===== src/pkg/pip_defines.svh =====
// Register offsets, field positions, reset values and masks of the priority block
`ifndef PIP_DEFINES_SVH
`define PIP_DEFINES_SVH
`define PIP_OFS_PRIO1 8'h00
`define PIP_OFS_PRIO2 8'h04
`define PIP_OFS_PRIO3 8'h08
`define PIP_OFS_PRIO4 8'h0C
`define PIP_OFS_PRIO5 8'h10
`define PIP_OFS_PRIO6 8'h14
`define PIP_OFS_RCC 8'h18
`define PIP_OFS_IRQ_STATUS 8'h1C
`define PIP_OFS_IRQ_MASK 8'h20
`define PIP_PRIO_COUNT 6
`define PIP_PRIO_RESET 8'hFF
`define PIP_PRIO5_IMPL 8'h77
`define PIP_PRIO6_IMPL 8'hF7
`define PIP_PRIO_FULL 8'hFF
`define PIP_RCC_RESET 8'h3C
`define PIP_RCC_WMASK 8'hB3
`define PIP_BIT_PLE 7
`define PIP_BIT_CMF 5
`define PIP_BIT_RIF 4
`define PIP_BIT_WDF 3
`define PIP_BIT_PDF 2
`define PIP_BIT_PORF 1
`define PIP_BIT_BOF 0
`define PIP_IRQ_HI 0
`define PIP_IRQ_LO 1
`define PIP_IRQ_CMR 2
`define PIP_IRQ_RESET 8'h00
`endif


===== src/pkg/pip_pkg.sv =====
// Types shared by the peripheral priority block
package pip_pkg;
  typedef logic [7:0] pip_byte_type;
  typedef logic [47:0] pip_src_type;
  typedef enum logic [1:0] {
    PIP_BUS_IDLE = 2'b01,
    PIP_BUS_ACK = 2'b10
  } pip_bus_state_type;
endpackage

===== src/hw/pip_priority.sv =====
// Peripheral interrupt priority selection with reset cause register on Wishbone
// Operation
// RL1 - Six 8-bit priority registers hold one priority bit per peripheral source.
// RL2 - A priority bit of 1 sends its source to the high level, 0 to the low level.
// RL3 - Priority bits act only while the priority-levels enable in bit 7 of reset control is set.
// RL4 - The enable bit gives two levels when set and one compatible level when clear, and resets to 0.
// RL5 - Every implemented priority bit is read/write and resets to 1.
// RL6 - Bits 7 and 3 of the fifth, bit 3 of the sixth and bit 6 of reset control read 0 and ignore writes.
// RL7 - The mismatch flag reads 1, is cleared by a mismatch reset, and software sets it again.
// RL8 - Reset control reports reset cause: watchdog and power-down read-only at 1, reset instruction 1, others 0.
// RL9 - With priority levels off, software sets the peripheral group enable before any request is taken.
// RL10 - Pending enabled sources combined with priority drive separate high and low requests.
//
// Decided for this implementation: register access over Wishbone and the register offsets.
`include "pip_defines.svh"
module pip_priority (
  input wire logic clk_sys_in,
  input wire logic sys_rst_in,
  input wire logic wb_cyc_in,
  input wire logic wb_stb_in,
  input wire logic wb_we_in,
  input wire logic [7:0] wb_adr_in,
  input wire logic [3:0] wb_sel_in,
  input wire logic [31:0] wb_dat_in,
  output logic [31:0] wb_dat_out,
  output logic wb_ack_out,
  input wire pip_pkg::pip_src_type src_pending_in,
  input wire pip_pkg::pip_src_type src_enable_in,
  input wire logic peripheral_group_enable_in,
  input wire logic config_mismatch_event_in,
  input wire logic reset_instruction_event_in,
  input wire logic watchdog_expiry_event_in,
  input wire logic power_down_event_in,
  input wire logic wake_event_in,
  input wire logic power_on_event_in,
  input wire logic brownout_event_in,
  output logic irq_high_out,
  output logic irq_low_out,
  output logic priority_levels_enable_out,
  output logic irq_out
);
  import pip_pkg::*;

  localparam pip_byte_type RCC_RST = `PIP_RCC_RESET;

  pip_byte_type prio_reg [`PIP_PRIO_COUNT];
  pip_byte_type rcc_reg;
  logic ple_reg;
  logic cmf_reg;
  logic rif_reg;
  logic wdf_reg;
  logic pdf_reg;
  logic porf_reg;
  logic bof_reg;
  logic rcc_wr;
  logic mask_wr;
  logic status_rd;
  pip_byte_type irq_status_reg;
  pip_byte_type irq_mask_reg;
  pip_bus_state_type bus_state_reg;
  logic high_req_next;
  logic low_req_next;
  logic hit;
  logic wr_en;
  logic rd_en;
  logic [2:0] word_idx;
  logic prio_sel;
  pip_byte_type wdata;
  pip_byte_type rdata_next;
  pip_byte_type irq_set;
  pip_src_type active;
  pip_src_type prio_flat;
  logic cmr_event_reg;
  logic high_prev_reg;
  logic low_prev_reg;

  function automatic pip_byte_type impl_mask(input logic [2:0] idx);
    case (idx)
      3'd4: impl_mask = `PIP_PRIO5_IMPL; // [RL6]
      3'd5: impl_mask = `PIP_PRIO6_IMPL; // [RL6]
      default: impl_mask = `PIP_PRIO_FULL;
    endcase
  endfunction

  // Bus decode, single-cycle ack on the cycle after the request
  assign hit = wb_cyc_in && wb_stb_in && (bus_state_reg == PIP_BUS_IDLE);
  assign wr_en = hit && wb_we_in && wb_sel_in[0];
  assign rd_en = hit && !wb_we_in;
  assign wdata = wb_dat_in[7:0];
  assign word_idx = wb_adr_in[4:2];
  assign prio_sel = (wb_adr_in[7:5] == 3'd0) && (wb_adr_in[4:2] < 3'd6) && (wb_adr_in[1:0] == 2'd0);
  assign rcc_wr = wr_en && (wb_adr_in == `PIP_OFS_RCC);
  assign mask_wr = wr_en && (wb_adr_in == `PIP_OFS_IRQ_MASK);
  assign status_rd = rd_en && (wb_adr_in == `PIP_OFS_IRQ_STATUS);

  always_ff @(posedge clk_sys_in) begin
    if (sys_rst_in) begin
      bus_state_reg <= PIP_BUS_IDLE;
    end else begin
      case (bus_state_reg)
        PIP_BUS_IDLE: begin
          if (wb_cyc_in && wb_stb_in) begin
            bus_state_reg <= PIP_BUS_ACK;
          end
        end
        PIP_BUS_ACK: bus_state_reg <= PIP_BUS_IDLE;
        default: bus_state_reg <= PIP_BUS_IDLE;
      endcase
    end
  end

  assign wb_ack_out = (bus_state_reg == PIP_BUS_ACK);

  // Priority registers
  always_ff @(posedge clk_sys_in) begin
    if (sys_rst_in) begin
      for (int i = 0; i < `PIP_PRIO_COUNT; i++) begin
        prio_reg[i] <= `PIP_PRIO_RESET & impl_mask(3'(i)); // [RL5] [RL6]
      end
    end else if (wr_en && prio_sel) begin
      prio_reg[word_idx] <= wdata & impl_mask(word_idx); // [RL1] [RL5] [RL6]
    end
  end

  // Priority-levels enable
  always_ff @(posedge clk_sys_in) begin
    if (sys_rst_in) begin
      ple_reg <= RCC_RST[`PIP_BIT_PLE]; // [RL4]
    end else if (rcc_wr) begin
      ple_reg <= wdata[`PIP_BIT_PLE]; // [RL3] [RL4]
    end
  end

  // Reset cause flags; a hardware event wins over a same-cycle write
  always_ff @(posedge clk_sys_in) begin
    if (sys_rst_in) begin
      cmf_reg <= RCC_RST[`PIP_BIT_CMF]; // [RL7]
    end else if (config_mismatch_event_in) begin
      cmf_reg <= 1'b0; // [RL7]
    end else if (rcc_wr) begin
      cmf_reg <= wdata[`PIP_BIT_CMF]; // [RL7]
    end
  end

  always_ff @(posedge clk_sys_in) begin
    if (sys_rst_in) begin
      rif_reg <= RCC_RST[`PIP_BIT_RIF]; // [RL8]
    end else if (reset_instruction_event_in) begin
      rif_reg <= 1'b0; // [RL8]
    end else if (rcc_wr) begin
      rif_reg <= wdata[`PIP_BIT_RIF]; // [RL8]
    end
  end

  // Read-only for software
  always_ff @(posedge clk_sys_in) begin
    if (sys_rst_in) begin
      wdf_reg <= RCC_RST[`PIP_BIT_WDF]; // [RL8]
    end else if (watchdog_expiry_event_in) begin
      wdf_reg <= 1'b0; // [RL8]
    end
  end

  // Read-only; power-down beats a same-cycle wake
  always_ff @(posedge clk_sys_in) begin
    if (sys_rst_in) begin
      pdf_reg <= RCC_RST[`PIP_BIT_PDF]; // [RL8]
    end else if (power_down_event_in) begin
      pdf_reg <= 1'b0; // [RL8]
    end else if (wake_event_in) begin
      pdf_reg <= 1'b1; // [RL8]
    end
  end

  always_ff @(posedge clk_sys_in) begin
    if (sys_rst_in) begin
      porf_reg <= RCC_RST[`PIP_BIT_PORF]; // [RL8]
    end else if (power_on_event_in) begin
      porf_reg <= 1'b0; // [RL8]
    end else if (rcc_wr) begin
      porf_reg <= wdata[`PIP_BIT_PORF]; // [RL8]
    end
  end

  always_ff @(posedge clk_sys_in) begin
    if (sys_rst_in) begin
      bof_reg <= RCC_RST[`PIP_BIT_BOF]; // [RL8]
    end else if (brownout_event_in) begin
      bof_reg <= 1'b0; // [RL8]
    end else if (rcc_wr) begin
      bof_reg <= wdata[`PIP_BIT_BOF]; // [RL8]
    end
  end

  // Bit 6 has no flop and reads 0
  assign rcc_reg = {ple_reg, 1'b0, cmf_reg, rif_reg, wdf_reg, pdf_reg, porf_reg, bof_reg}; // [RL6] [RL8]

  assign priority_levels_enable_out = rcc_reg[`PIP_BIT_PLE]; // [RL4]

  // Request routing toward the core
  always_comb begin
    for (int r = 0; r < `PIP_PRIO_COUNT; r++) begin
      prio_flat[r*8 +: 8] = prio_reg[r];
    end
    active = src_pending_in & src_enable_in; // [RL10]
    if (rcc_reg[`PIP_BIT_PLE]) begin
      high_req_next = |(active & prio_flat); // [RL2] [RL3]
      low_req_next = |(active & ~prio_flat); // [RL2]
    end else begin
      high_req_next = peripheral_group_enable_in && |active; // [RL4] [RL9]
      low_req_next = 1'b0; // [RL3]
    end
  end

  always_ff @(posedge clk_sys_in) begin
    if (sys_rst_in) begin
      irq_high_out <= 1'b0;
    end else begin
      irq_high_out <= high_req_next; // [RL10]
    end
  end

  always_ff @(posedge clk_sys_in) begin
    if (sys_rst_in) begin
      irq_low_out <= 1'b0;
    end else begin
      irq_low_out <= low_req_next; // [RL10]
    end
  end

  // Event capture for the status register
  always_ff @(posedge clk_sys_in) begin
    if (sys_rst_in) begin
      high_prev_reg <= 1'b0;
    end else begin
      high_prev_reg <= irq_high_out;
    end
  end

  always_ff @(posedge clk_sys_in) begin
    if (sys_rst_in) begin
      low_prev_reg <= 1'b0;
    end else begin
      low_prev_reg <= irq_low_out;
    end
  end

  always_ff @(posedge clk_sys_in) begin
    if (sys_rst_in) begin
      cmr_event_reg <= 1'b0;
    end else begin
      cmr_event_reg <= config_mismatch_event_in;
    end
  end

  always_comb begin
    irq_set = `PIP_IRQ_RESET;
    irq_set[`PIP_IRQ_HI] = irq_high_out && !high_prev_reg;
    irq_set[`PIP_IRQ_LO] = irq_low_out && !low_prev_reg;
    irq_set[`PIP_IRQ_CMR] = cmr_event_reg;
  end

  // Sticky status cleared by read; a new event wins over the clear
  always_ff @(posedge clk_sys_in) begin
    if (sys_rst_in) begin
      irq_status_reg <= `PIP_IRQ_RESET;
    end else if (status_rd) begin
      irq_status_reg <= irq_set;
    end else begin
      irq_status_reg <= irq_status_reg | irq_set;
    end
  end

  always_ff @(posedge clk_sys_in) begin
    if (sys_rst_in) begin
      irq_mask_reg <= `PIP_IRQ_RESET;
    end else if (mask_wr) begin
      irq_mask_reg <= wdata & 8'h07;
    end
  end

  always_ff @(posedge clk_sys_in) begin
    if (sys_rst_in) begin
      irq_out <= 1'b0;
    end else begin
      irq_out <= |(irq_status_reg & irq_mask_reg);
    end
  end

  // Read data, registered with the ack
  always_comb begin
    rdata_next = 8'h00;
    if (prio_sel) begin
      rdata_next = prio_reg[word_idx]; // [RL6]
    end else begin
      case (wb_adr_in)
        `PIP_OFS_RCC: rdata_next = rcc_reg & 8'hBF; // [RL6]
        `PIP_OFS_IRQ_STATUS: rdata_next = irq_status_reg;
        `PIP_OFS_IRQ_MASK: rdata_next = irq_mask_reg;
        default: rdata_next = 8'h00;
      endcase
    end
  end

  always_ff @(posedge clk_sys_in) begin
    if (sys_rst_in) begin
      wb_dat_out <= 32'h0000_0000;
    end else if (rd_en) begin
      wb_dat_out <= {24'h00_0000, rdata_next};
    end
  end
endmodule


===== config.mk =====
export PLATFORM = sky130hd
export DESIGN_NAME = pip_priority
export DESIGN_NICKNAME = d
export VERILOG_FILES = /design/src/pkg/pip_pkg.sv /design/src/hw/pip_priority.sv
export VERILOG_INCLUDE_DIRS = /design/src /design/src/pkg
export SDC_FILE = /design/constraint.sdc
export NUM_CORES = 1
export LEC_CHECK = 0
export BUFFER_PORTS_ARGS = -buffer_cell sky130_fd_sc_hd__buf_2
export CAP_MARGIN = 20
export CELL_PAD_IN_SITES_DETAIL_PLACEMENT = 1
export CELL_PAD_IN_SITES_GLOBAL_PLACEMENT = 1
export CORE_MARGIN = 4
export CORE_UTILIZATION = 40
export CTS_BUF_LIST = sky130_fd_sc_hd__clkbuf_4 sky130_fd_sc_hd__clkbuf_8 sky130_fd_sc_hd__clkbuf_16
export CTS_CLUSTER_SIZE = 40
export DETAILED_ROUTE_END_ITERATION = 12
export PLACE_DENSITY = 0.95
export SLEW_MARGIN = 20
export SYNTH_ARGS = -nofsm -noshare
export SYNTH_HDL_FRONTEND = slang
export SYNTH_SLANG_ARGS = --single-unit
export TNS_END_PERCENT = 50

===== constraint.sdc =====
create_clock -name clk_sys_in -period 3.8 [get_ports clk_sys_in]
set_clock_uncertainty 0.15 [all_clocks]
set_input_delay 0 -clock clk_sys_in [delete_from_list [all_inputs] [get_ports clk_sys_in]]
set_output_delay 0 -clock clk_sys_in [all_outputs]
set_load 0.02 [all_outputs]

# Word-level counts from Yosys, hierarchy flattened
# Memory sizes are Yosys's and may differ from the RTL's.
# Cells that the tools add are included.
# totals
latchBits	0
rom_bits	0
word_cells	92
memories	1
ff_bits	34
out_inout_bits	37
ram_bits	48
inputBits	153
# classes
multipliers	0
n_addsub	0
div_mod_pow	0
n_shift	0
order_cmp	1
muxes	24
n_reduce_logical	32
n_eq_ne	7
n_bitwise	9
# memory_table
name	depth	width	rd	rd_ports_with_merged_regs	write_ports	line_no	text
prio_reg	6	8	7	0	6	pip_priority.sv:46	pip_byte_type prio_reg [`PIP_PRIO_COUNT];
# ops
cell	n
48-bit bitwise AND	3
48-bit OR reduction	3
8-bit two-way mux	7
48-bit NOT	1
8-bit case mux with 3 select lines	1
8-bit by 5-bit == test with 1-bit output, second input constant	2
8-bit case mux with 2 select lines	1
8-bit OR reduction	2
1-bit logical AND	14
1-bit two-way mux	13
2-bit OR reduction	5
8-bit by 3-bit bitwise AND with 8-bit output	1
8-bit bitwise AND	1
8-bit by 6-bit == test with 1-bit output, second input constant	1
8-bit by 3-bit OR with 8-bit output	1
3-bit == test, second input constant	2
3-bit two-way mux	2
2-bit nonzero test	3
1-bit logical NOT	3
3-bit logical NOT	1
3-bit less-than comparator, second input constant	1
2-bit by 1-bit == test with 1-bit output, second input constant	1
2-bit == test, second input constant	1
2-bit logical NOT	1
1-bit NOT	2

# Longest topological paths before layout
# Gate-level depths: netlist (run 1).
# depth
depth_word	10
ltp_mapped	7
ltp_nobuf	5

# Worst setup path after synthesis (run 1)
# OpenSTA, ideal clock, no wires.
# synth_path
path_type	flip-flop to flip-flop
start	register bus_state_reg[1]
end	memory prio_reg[4][0] in the netlist's numbering (enable)
t_arrival_ns	1.919
setup_ns	0.384
setup_slack_ns	1.347
period_less_slack_ns	2.453
stages_incl_launch_ff	6
path_buffers	1
required_time_ns	3.266
cell_sequence	dfxtp_1 nand4b_1 nor2_1 nand4_4 clkbuf_1 o21ai_0
# synth_rtl
element	line_no	text
from (decl)	pip_priority.sv:60	pip_bus_state_type bus_state_reg;
from (signal assigned)	pip_priority.sv:98	bus_state_reg <= PIP_BUS_IDLE;
from (signal assigned)	pip_priority.sv:103	bus_state_reg <= PIP_BUS_ACK;
from (signal assigned)	pip_priority.sv:106	PIP_BUS_ACK: bus_state_reg <= PIP_BUS_IDLE;
to (decl)	pip_priority.sv:46	

==> reports/results.txt, run 1 <==
Status: finished clean
Gr usage total: 0.305
Die area: 14400 um2
DP Area: 5850 um2
Critical path origin: bus_state_reg[1]
Count of pins over their slew limit: 0
DIE HEIGHT: 120 um
Actual slew at the worst max-slew pin: 852 ps
Leak pwr: 2.45 nW
Share of layout cells above drive strength 1: 0.284
PortBufs: 138
Max reg flops: 64
Hold EP: wb_dat_out[2]
Layout Nets: 821
Slew HR: 0.432
CTS H-Tree Depth: 3
Startpoint class of the critical path: flop
Worst-path clk slew: 70 ps
Die Wd: 120 um
FMAX: 325 MHz
CP Data Required Time: 3650 ps
Gp weighted congestion: 0.947
TritonCTS Sinks: 93
Routed vias: 4934
TNS Setup: 0 ps
Initial antenna violation count: 0
DP HPWL: 16300 um
Pre-antenna DRT Iters: 5
Final hold vios: 0
Crit path max fanout: 19
RSZ-0062 raised after global routing: no
Pwr/cell area: 375 nW/um2
Design Area, Final: 6440 um2
CTS tree: done
Largest area contributor in the netlist: edfxtp_1
Largest net degree at the start of global routing: 25
GR Overflow Total: 0
Reg2reg start: bus_state_reg[1]
Core Region: 12200 um2
Worst EP arrival: 2920 ps
# DRC: 0
Initial Utilization: 0.413
Maximum vdd ir drop: 308 uV
First-pass GRT wire length: 32500 um
Final setup viols: 0
Ports: 190
Synth top area share: 0.383
Total power: 2.42 mW
Reg2reg path depth: 5
#FFs+latches synth: 93
1st-iter DRT viols: 506
Setup CP Type: reg2reg
Layout fillers: 1425
Antenna Cells: 0
Root buffer cell: clkbuf_16
Cell variety after synth: 45
Mapped cell area: 5020 um2
Vias in the first global route: 5168
Seq/Total Area, Yosys: 0.498
Fin Hold WS: 34.4 ps
Post-Synthesis Cells: 488
Postcts setup bufs: 0
Hold path depth: 5
HP Start: wb_adr_in[6]
Synth top area cells: edfxtp_1, dfxtp_1, mux4_2
Post-synthesis area per instance: 10.3 um2
Skew-Pair Late Insertion Delay: 350 ps
Tmin final: 3070 ps
Vias/cell: 5.87
Yosys warning count: 0
Layout area overhead: 28.2%
Setup crit end kind: flop
WL/cell: 26.1 um
Max-Cap Viols: 0
Fin crit share: 0.809
Final WL: 22000 um
Final ANT Viol Nets: 0
Reg-to-reg setup timing slack: 730 ps
# rows: 40
Hold crit path type: in2reg
Reg2reg end: prio_reg[1][5]
Clk buf depth: 2
CTS Buf Count: 9
[worst max-delay path, cell delays in order, from the launching register on]
cell and delay, ps:
dfxtp_1 310, nand4b_1 260, nor2_1 500, nand4_4 440
nor4b_4 600, or2_1 450
[cells in the mapped netlist, drive strengths merged]
cell	number
nand2	92
edfxtp	64
nand3	48
nor2	31
buf	30
dfxtp	29
nand4	28
o22ai	24
nand2b	23
mux4	16
or2	16
o21ai	13
clkbuf	8
a221oi	7
mux2i	7
nor4	7
nor2b	6
or3	6
a21oi	5
a31oi	5
inv	4
nor4b	3
and2	2
nor3	2
a222oi	1
a41o	1
and3	1
and4	1
and4bb	1
clkinv	1
conb	1
nand4b	1
nand4bb	1
o221a	1
o311a	1
or4	1
[worst max path at each step]
| stage | depth (start not counted) | to | slack [ps] |
|---|---|---|---|
| 3_5_place_dp | 5 | prio_reg[1][5] | 980 |
| 2_1_floorplan | 5 | prio_reg[4][0] | 1350 |
| 4_1_cts | 5 | prio_reg[1][5] | 880 |
| 6_report | 5 | prio_reg[1][5] | 730 |
| 3_3_place_gp | 5 | prio_reg[1][0] | 1190 |
| 5_1_grt | 5 | prio_reg[1][5] | 580 |
[layout make-up]
| cell class | instances | area, um2 | share of cell area |
|---|---|---|---|
| inverters | 5 | 18.8 | 0.00292 |
| multi-input cells | 393 | 2420 | 0.376 |
| well taps | 168 | 210 | 0.0327 |
| clock buffers | 10 | 250 | 0.0389 |
| repair buffers | 166 | 966 | 0.150 |
| flip-flops and latches | 93 | 2500 | 0.389 |
| clock inverters | 6 | 72.6 | 0.0113 |
[timing repair]
action / in CTS / in global routing
hold endpoints to repair: 72 / 0
resized for setup: 0 / 0
hold buffers: 26 / 0
[layout by cell type (no fill, tap or decap), drive strengths merged, types with 2 or more instances in the layout]
cell type,count
o22ai,24
mux2i,7
dlygate4sd3,26
conb,42
nor3,2
nor2b,6
a221oi,7
a31oi,5
nand3,48
clkbuf,10
dfxtp,29
a21oi,5
nor2,31
mux4,16
or3,6
edfxtp,64
or2,16
buf,140
nand2b,23
nand4,28
nor4,7
nor4b,3
and2,2
nand2,92
o21ai,13
clkinv,2
inv,8
[power by group]
part,internal [mW],total [mW],switching [mW],leakage (nW)
Combinational,0.124,0.326,0.203,1.57
Sequential,1.10,1.11,0.0144,0.711
Clock,0.561,0.981,0.420,0.161
[per-layer routing]
metal,part of all wire,GRT usage,wire [um]
met5,0,0,0
met4,0.047,0.157,1030
met3,0.087,0.0580,1910
met2,0.49,0.512,10700
met1,0.38,0.373,8350
[through the flow]
stage               setup WS, ps  std cells  utilization
floorplan                   1350        529            -
global placement            1190        799        0.481
detailed placement           975        799        0.481
CTS                          881        841        0.529
global route                 581        841        0.529
finish                       727        841        0.529
[kinds of logic after synthesis]
kind of cell | after synthesis | synth area share
and+or+nand+nor | 270 | 0.290
DFF | 93 | 0.498
AOI/OAI and AO/OA | 58 | 0.0745
buffers and inverters | 43 | 0.0511
muxes | 23 | 0.0857
other | 1 | 0.000747
Note: power is estimated with default switching activity, not from simulation.
==> inputs of run 2 (changes only) <==
CORE_UTILIZATION = 33   (was 40)
PLACE_DENSITY = 0.85   (was 0.95)
clock period = 2.8 ns   (was 3.8 ns; I/O delays follow)
==> reports/results.txt, run 2 (synthesis gave the netlist of run 1 again) <==
Hold crit path type: in2reg
Core Region: 14700 um2
Routed vias: 4904
Resized cells post-CTS: 0
Reg2reg start: bus_state_reg[1]
WL/cell: 25.5 um
Largest net degree at the start of global routing: 25
Initial antenna violation count: 0
Root buffer cell: clkbuf_16
# rows: 44
Power Internal: 2.32 mW
Reg2reg path depth: 6
Reg-to-reg setup timing slack: 230 ps
Maximum vdd ir drop: 327 uV
Worst Path Buf+Inv: 1
Initial Utilization: 0.342
Final setup viols: 0
Tmin final: 2570 ps
Clk buf depth: 2
Final WL: 22000 um
Util after Layout: 0.439
Largest delay share family, worst path: simple AND/OR/NAND/NOR gates
PortBufs: 138
Setup CP Type: reg2reg
Slowest stage cell, crit path: or2_1
Final ANT Viol Nets: 0
Final setup margin: 227 ps
RSZ-0062 raised after global routing: no
Hold EP: irq_high_out
Final hold vios: 1
Seq pwr share: 0.476
Setup crit end kind: flop
Share of layout cells above drive strength 1: 0.291
TNS Setup: 0 ps
Die Wd: 131 um
GR Overflow Total: 0
CTS Buf Count: 9
Max-Cap Viols: 0
NetSw: 0.850 mW
Actual slew at the worst max-slew pin: 863 ps
FMAX: 389 MHz
Status: finished with violations
DIE HEIGHT: 131 um
Crit path max fanout: 19
Clock group share of total power: 0.384
Vias/cell: 5.69
Leak pwr: 2.46 nW
Fin crit share: 0.919
CTS tree: done
Fin Hold WS: -5.09 ps
Postcts setup bufs: 0
Switching part of the total: 0.268
Area of the multi-input gates: 2420 um2
Antenna Cells: 0
HP Start: peripheral_group_enable_in
Pre-antenna DRT Iters: 5
Reg area: 2500 um2
Violated checks: negative hold slack
Critical Path Max Stage Delay: 440 ps
Cells along the critical path: nand4b_1, nor2_1, buf_4, nand4_4, nor4b_4, or2_1
Slew HR: 0.425
Max reg flops: 64
Vias in the first global route: 5301
Gp weighted congestion: 0.988
Worst-path clk slew: 80 ps
Layout fillers: 1716
Startpoint class of the critical path: flop
Pwr/cell area: 491 nW/um2
# DRC: 0
1st-iter DRT viols: 414
First-pass GRT wire length: 32800 um
DP Worst Slack: 386 ps
DP HPWL: 16300 um
Commonest cells after routing, fill and taps aside: buf_2, nand2_1, edfxtp_1
TritonCTS Sinks: 93
Layout Nets: 826
Ports: 190
Hold path depth: 4
Logic pwr share: 0.140
Count of pins over their slew limit: 0
Worst EP arrival: 2420 ps
CTS H-Tree Depth: 3
Die area: 17300 um2
CP Data Required Time: 2640 ps
Commonest non-fill, non-tap cell in the layout: buf_2
Gr usage total: 0.252
Skew-Pair Late Insertion Delay: 350 ps
Layout area overhead: 28.6%
Reg2reg end: prio_reg[2][4]
[run 2: routing by layer]
| metal | GRT usage | routed length, um | vias up |
|---|---|---|---|
| met5 | 0 | 0 | - |
| met2 | 0.436 | 10800 | 325 |
| met4 | 0.144 | 1210 | 0 |
| li1 | - | - | 2133 |
| met3 | 0.0593 | 1800 | 76 |
| met1 | 0.286 | 8190 | 2370 |
[run 2: metrics by stage]
stage | area (um2) | power, mW | std cells
after floorplan | 5180 | 1.75 | 529
after global placement | 5930 | 1.93 | 822
final | 6460 | 3.17 | 862
after CTS | 6460 | 3.13 | 862
after detailed placement | 5930 | 1.94 | 822
after global routing | 6460 | 3.26 | 862
[run 2: how the worst max path moves through the flow]
stage | depth (start not counted) | from | slack, ps | to
2_1_floorplan | 5 | bus_state_reg[1] | 350 | prio_reg[4][0]
3_3_place_gp | 6 | wb_adr_in[1] | 510 | prio_reg[1][6]
3_5_place_dp | 6 | bus_state_reg[1] | 390 | prio_reg[3][6]
4_1_cts | 6 | bus_state_reg[1] | 350 | prio_reg[3][3]
5_1_grt | 6 | bus_state_reg[1] | 100 | prio_reg[2][4]
6_report | 6 | bus_state_reg[1] | 230 | prio_reg[2][4]
[run 2: power groups by stage]
stage	clock (mW)	combinational, mW	sequential (mW)
finish	1.22	0.443	1.51
global route	1.28	0.475	1.51
CTS	1.19	0.432	1.51
floorplan	0	0.219	1.53
detailed placement	0	0.402	1.54
global placement	0	0.395	1.53
[run 2: repair_timing]
| action | in CTS | in global routing |
|---|---|---|
| hold buffers | 24 | 0 |
| setup endpoints to repair | 0 | 0 |
| hold endpoints to repair | 67 | 0 |
[run 2: worst min-delay path: cells and delay by family]
kind | cells | cell delay (ps)
AO/OA/AOI/OAI | 2 | 290
buffers and inverters | 2 | 160
[run 2: area by class of cell]
class	instances	share of cell area
inverter	5	0.00291
clock inverter	5	0.00484
sequential	93	0.388
multi-input combinational	393	0.374
tap	184	0.0357
clock buffer	11	0.0399
timing repair buffer	171	0.155
==> inputs of run 3 (changes only) <==
==> constraint.sdc (replaced) <==
create_clock -name clk_sys_in -period 2.8 [get_ports clk_sys_in]
set_clock_uncertainty 0.15 [all_clocks]
set_input_delay 0.14 -clock clk_sys_in [delete_from_list [all_inputs] [get_ports clk_sys_in]]
set_output_delay 0.14 -clock clk_sys_in [all_outputs]
set_load 0.02 [all_outputs]
==> reports/results.txt, run 3 (synthesis gave the netlist of run 1 again) <==
WL/cell: 24.3 um
Crit path max fanout: 19
Maximum vdd ir drop: 264 uV
Skew-Pair Late Insertion Delay: 360 ps
Clock group share of total power: 0.402
Worst Path Buf+Inv: 0
Clk buf depth: 2
Routed vias: 4711
Hold EP: irq_mask_reg[2]
Count of pins over their slew limit: 0
Cells along the critical path: nand4b_1, nor2_1, nand4_4, nand4bb_4, nand2_1
First-pass GRT wire length: 31000 um
Vias in the first global route: 5052
Slew HR: 0.441
Setup crit end kind: flop
Largest net degree at the start of global routing: 25
CTS Buf Count: 9
RSZ-0062 raised after global routing: no
Final setup viols: 0
Total power: 3.23 mW
Final hold vios: 0
Fin crit share: 0.876
Seq pwr share: 0.467
Slowest stage cell, crit path: nand4bb_4
Core Region: 14700 um2
Reg2reg start: bus_state_reg[1]
Reg2reg path depth: 5
Worst EP arrival: 2330 ps
TritonCTS Sinks: 93
Power Internal: 2.36 mW
Logic pwr share: 0.131
Layout fillers: 1729
DP HPWL: 16700 um
Switching part of the total: 0.269
GR Overflow Total: 0
CTS tree: done
Die area: 17300 um2
Setup CP Type: reg2reg
Largest delay share family, worst path: simple AND/OR/NAND/NOR gates
Reg2reg end: prio_reg[3][7]
Hold crit path type: in2reg
Critical Path Max Stage Delay: 420 ps
Tmin final: 2450 ps
Ports: 190
Hold path depth: 3
Layout area overhead: 25.9%
Reg area: 2500 um2
CP Data Required Time: 2670 ps
Leak pwr: 2.40 nW
Area of the multi-input gates: 2420 um2
FMAX: 408 MHz
Gp weighted congestion: 0.968
Max-Cap Viols: 0
Die Wd: 131 um
HP Start: wb_dat_in[2]
Startpoint class of the critical path: flop
DIE HEIGHT: 131 um
Share of layout cells above drive strength 1: 0.300
Layout Nets: 811
PortBufs: 138
Commonest non-fill, non-tap cell in the layout: buf_2
1st-iter DRT viols: 312
Initial antenna violation count: 0
Worst-path clk slew: 70 ps
Actual slew at the worst max-slew pin: 839 ps
Root buffer cell: clkbuf_16
Commonest cells after routing, fill and taps aside: buf_2, nand2_1, edfxtp_1
Post-route insts no fill: 847
Antenna Cells: 0
Final ANT Viol Nets: 0
Vias/cell: 5.56
Inst Count DP: 823
Initial Utilization: 0.342
# rows: 44
Postcts setup bufs: 0
Final WL: 20600 um
Pwr/cell area: 510 nW/um2
Status: finished clean
Pre-antenna DRT Iters: 5
CTS H-Tree Depth: 3
NetSw: 0.868 mW
# DRC: 0
Reg-to-reg setup timing slack: 350 ps
Gr usage total: 0.237
Max reg flops: 64
TNS Setup: 0 ps
## run 3: changes by cell type in the layout (fill, tap and decap cells not counted), sizes merged
| cell | change |
|---|---|
| dlygate4sd3 | -16 |
| inv | +4 |
| clkbuf | -2 |
| clkinv | -2 |
| buf | +1 |
| bufinv | +1 |
| clkinvlp | -1 |
## run 3: routing by layer
metal	routed length, um	vias up	GRT usage
met3	1390	43	0.0447
li1	-	2107	-
met1	8110	2315	0.285
met4	804	0	0.0992
met5	0	-	0
met2	10300	246	0.416
## run 3: through the flow
| stage | hold slack, ps | util | cell area [um2] | worst slack (ps) |
|---|---|---|---|---|
| after floorplan | 66.8 | - | 5180 | 347 |
| after global placement | 166 | 0.404 | 5930 | 374 |
| after detailed placement | 172 | 0.404 | 5930 | 242 |
| after CTS | 36.2 | 0.430 | 6320 | 374 |
| after global routing | 50.9 | 0.430 | 6320 | 218 |
| final | 39.0 | 0.430 | 6320 | 346 |
## run 3: worst max path at each step
stage / from / to / slack (ps) / cells after the start
after detailed placement: wb_adr_in[1] / prio_reg[3][7] / 240 / 6
after global placement: wb_adr_in[1] / prio_reg[3][6] / 370 / 6
after global routing: bus_state_reg[1] / prio_reg[3][7] / 220 / 5
final: bus_state_reg[1] / prio_reg[3][7] / 350 / 5
after floorplan: bus_state_reg[1] / prio_reg[4][0] / 350 / 5
after CTS: bus_state_reg[1] / prio_reg[3][7] / 370 / 5
## run 3: worst register-to-register path, delay by kind of cell, from the launching register on
kind / cells / cell delay (ps)
simple gates: 5 / 1650
flops: 1 / 310
## run 3: area by class of cell
| cell class | count | area share |
|---|---|---|
| clock buffer | 9 | 0.0356 |
| clock inverter | 7 | 0.0135 |
| inverter | 5 | 0.00297 |
| multi-input combinational | 393 | 0.382 |
| sequential | 93 | 0.396 |
| tap | 184 | 0.0364 |
| timing repair buffer | 156 | 0.134 |
## run 3: repair_timing
action / 4_1_cts / 5_1_grt
hold buffers: 8 / 0
hold endpoints to repair: 9 / 0
gates resized for setup: 0 / 0
## run 3: power by group through the flow
| stage | Combinational (mW) | Sequential, mW | Clock, mW |
|---|---|---|---|
| floorplan | 0.219 | 1.53 | 0 |
| global placement | 0.399 | 1.53 | 0 |
| detailed placement | 0.406 | 1.54 | 0 |
| CTS | 0.417 | 1.50 | 1.30 |
| global route | 0.456 | 1.51 | 1.37 |
| finish | 0.423 | 1.51 | 1.30 |
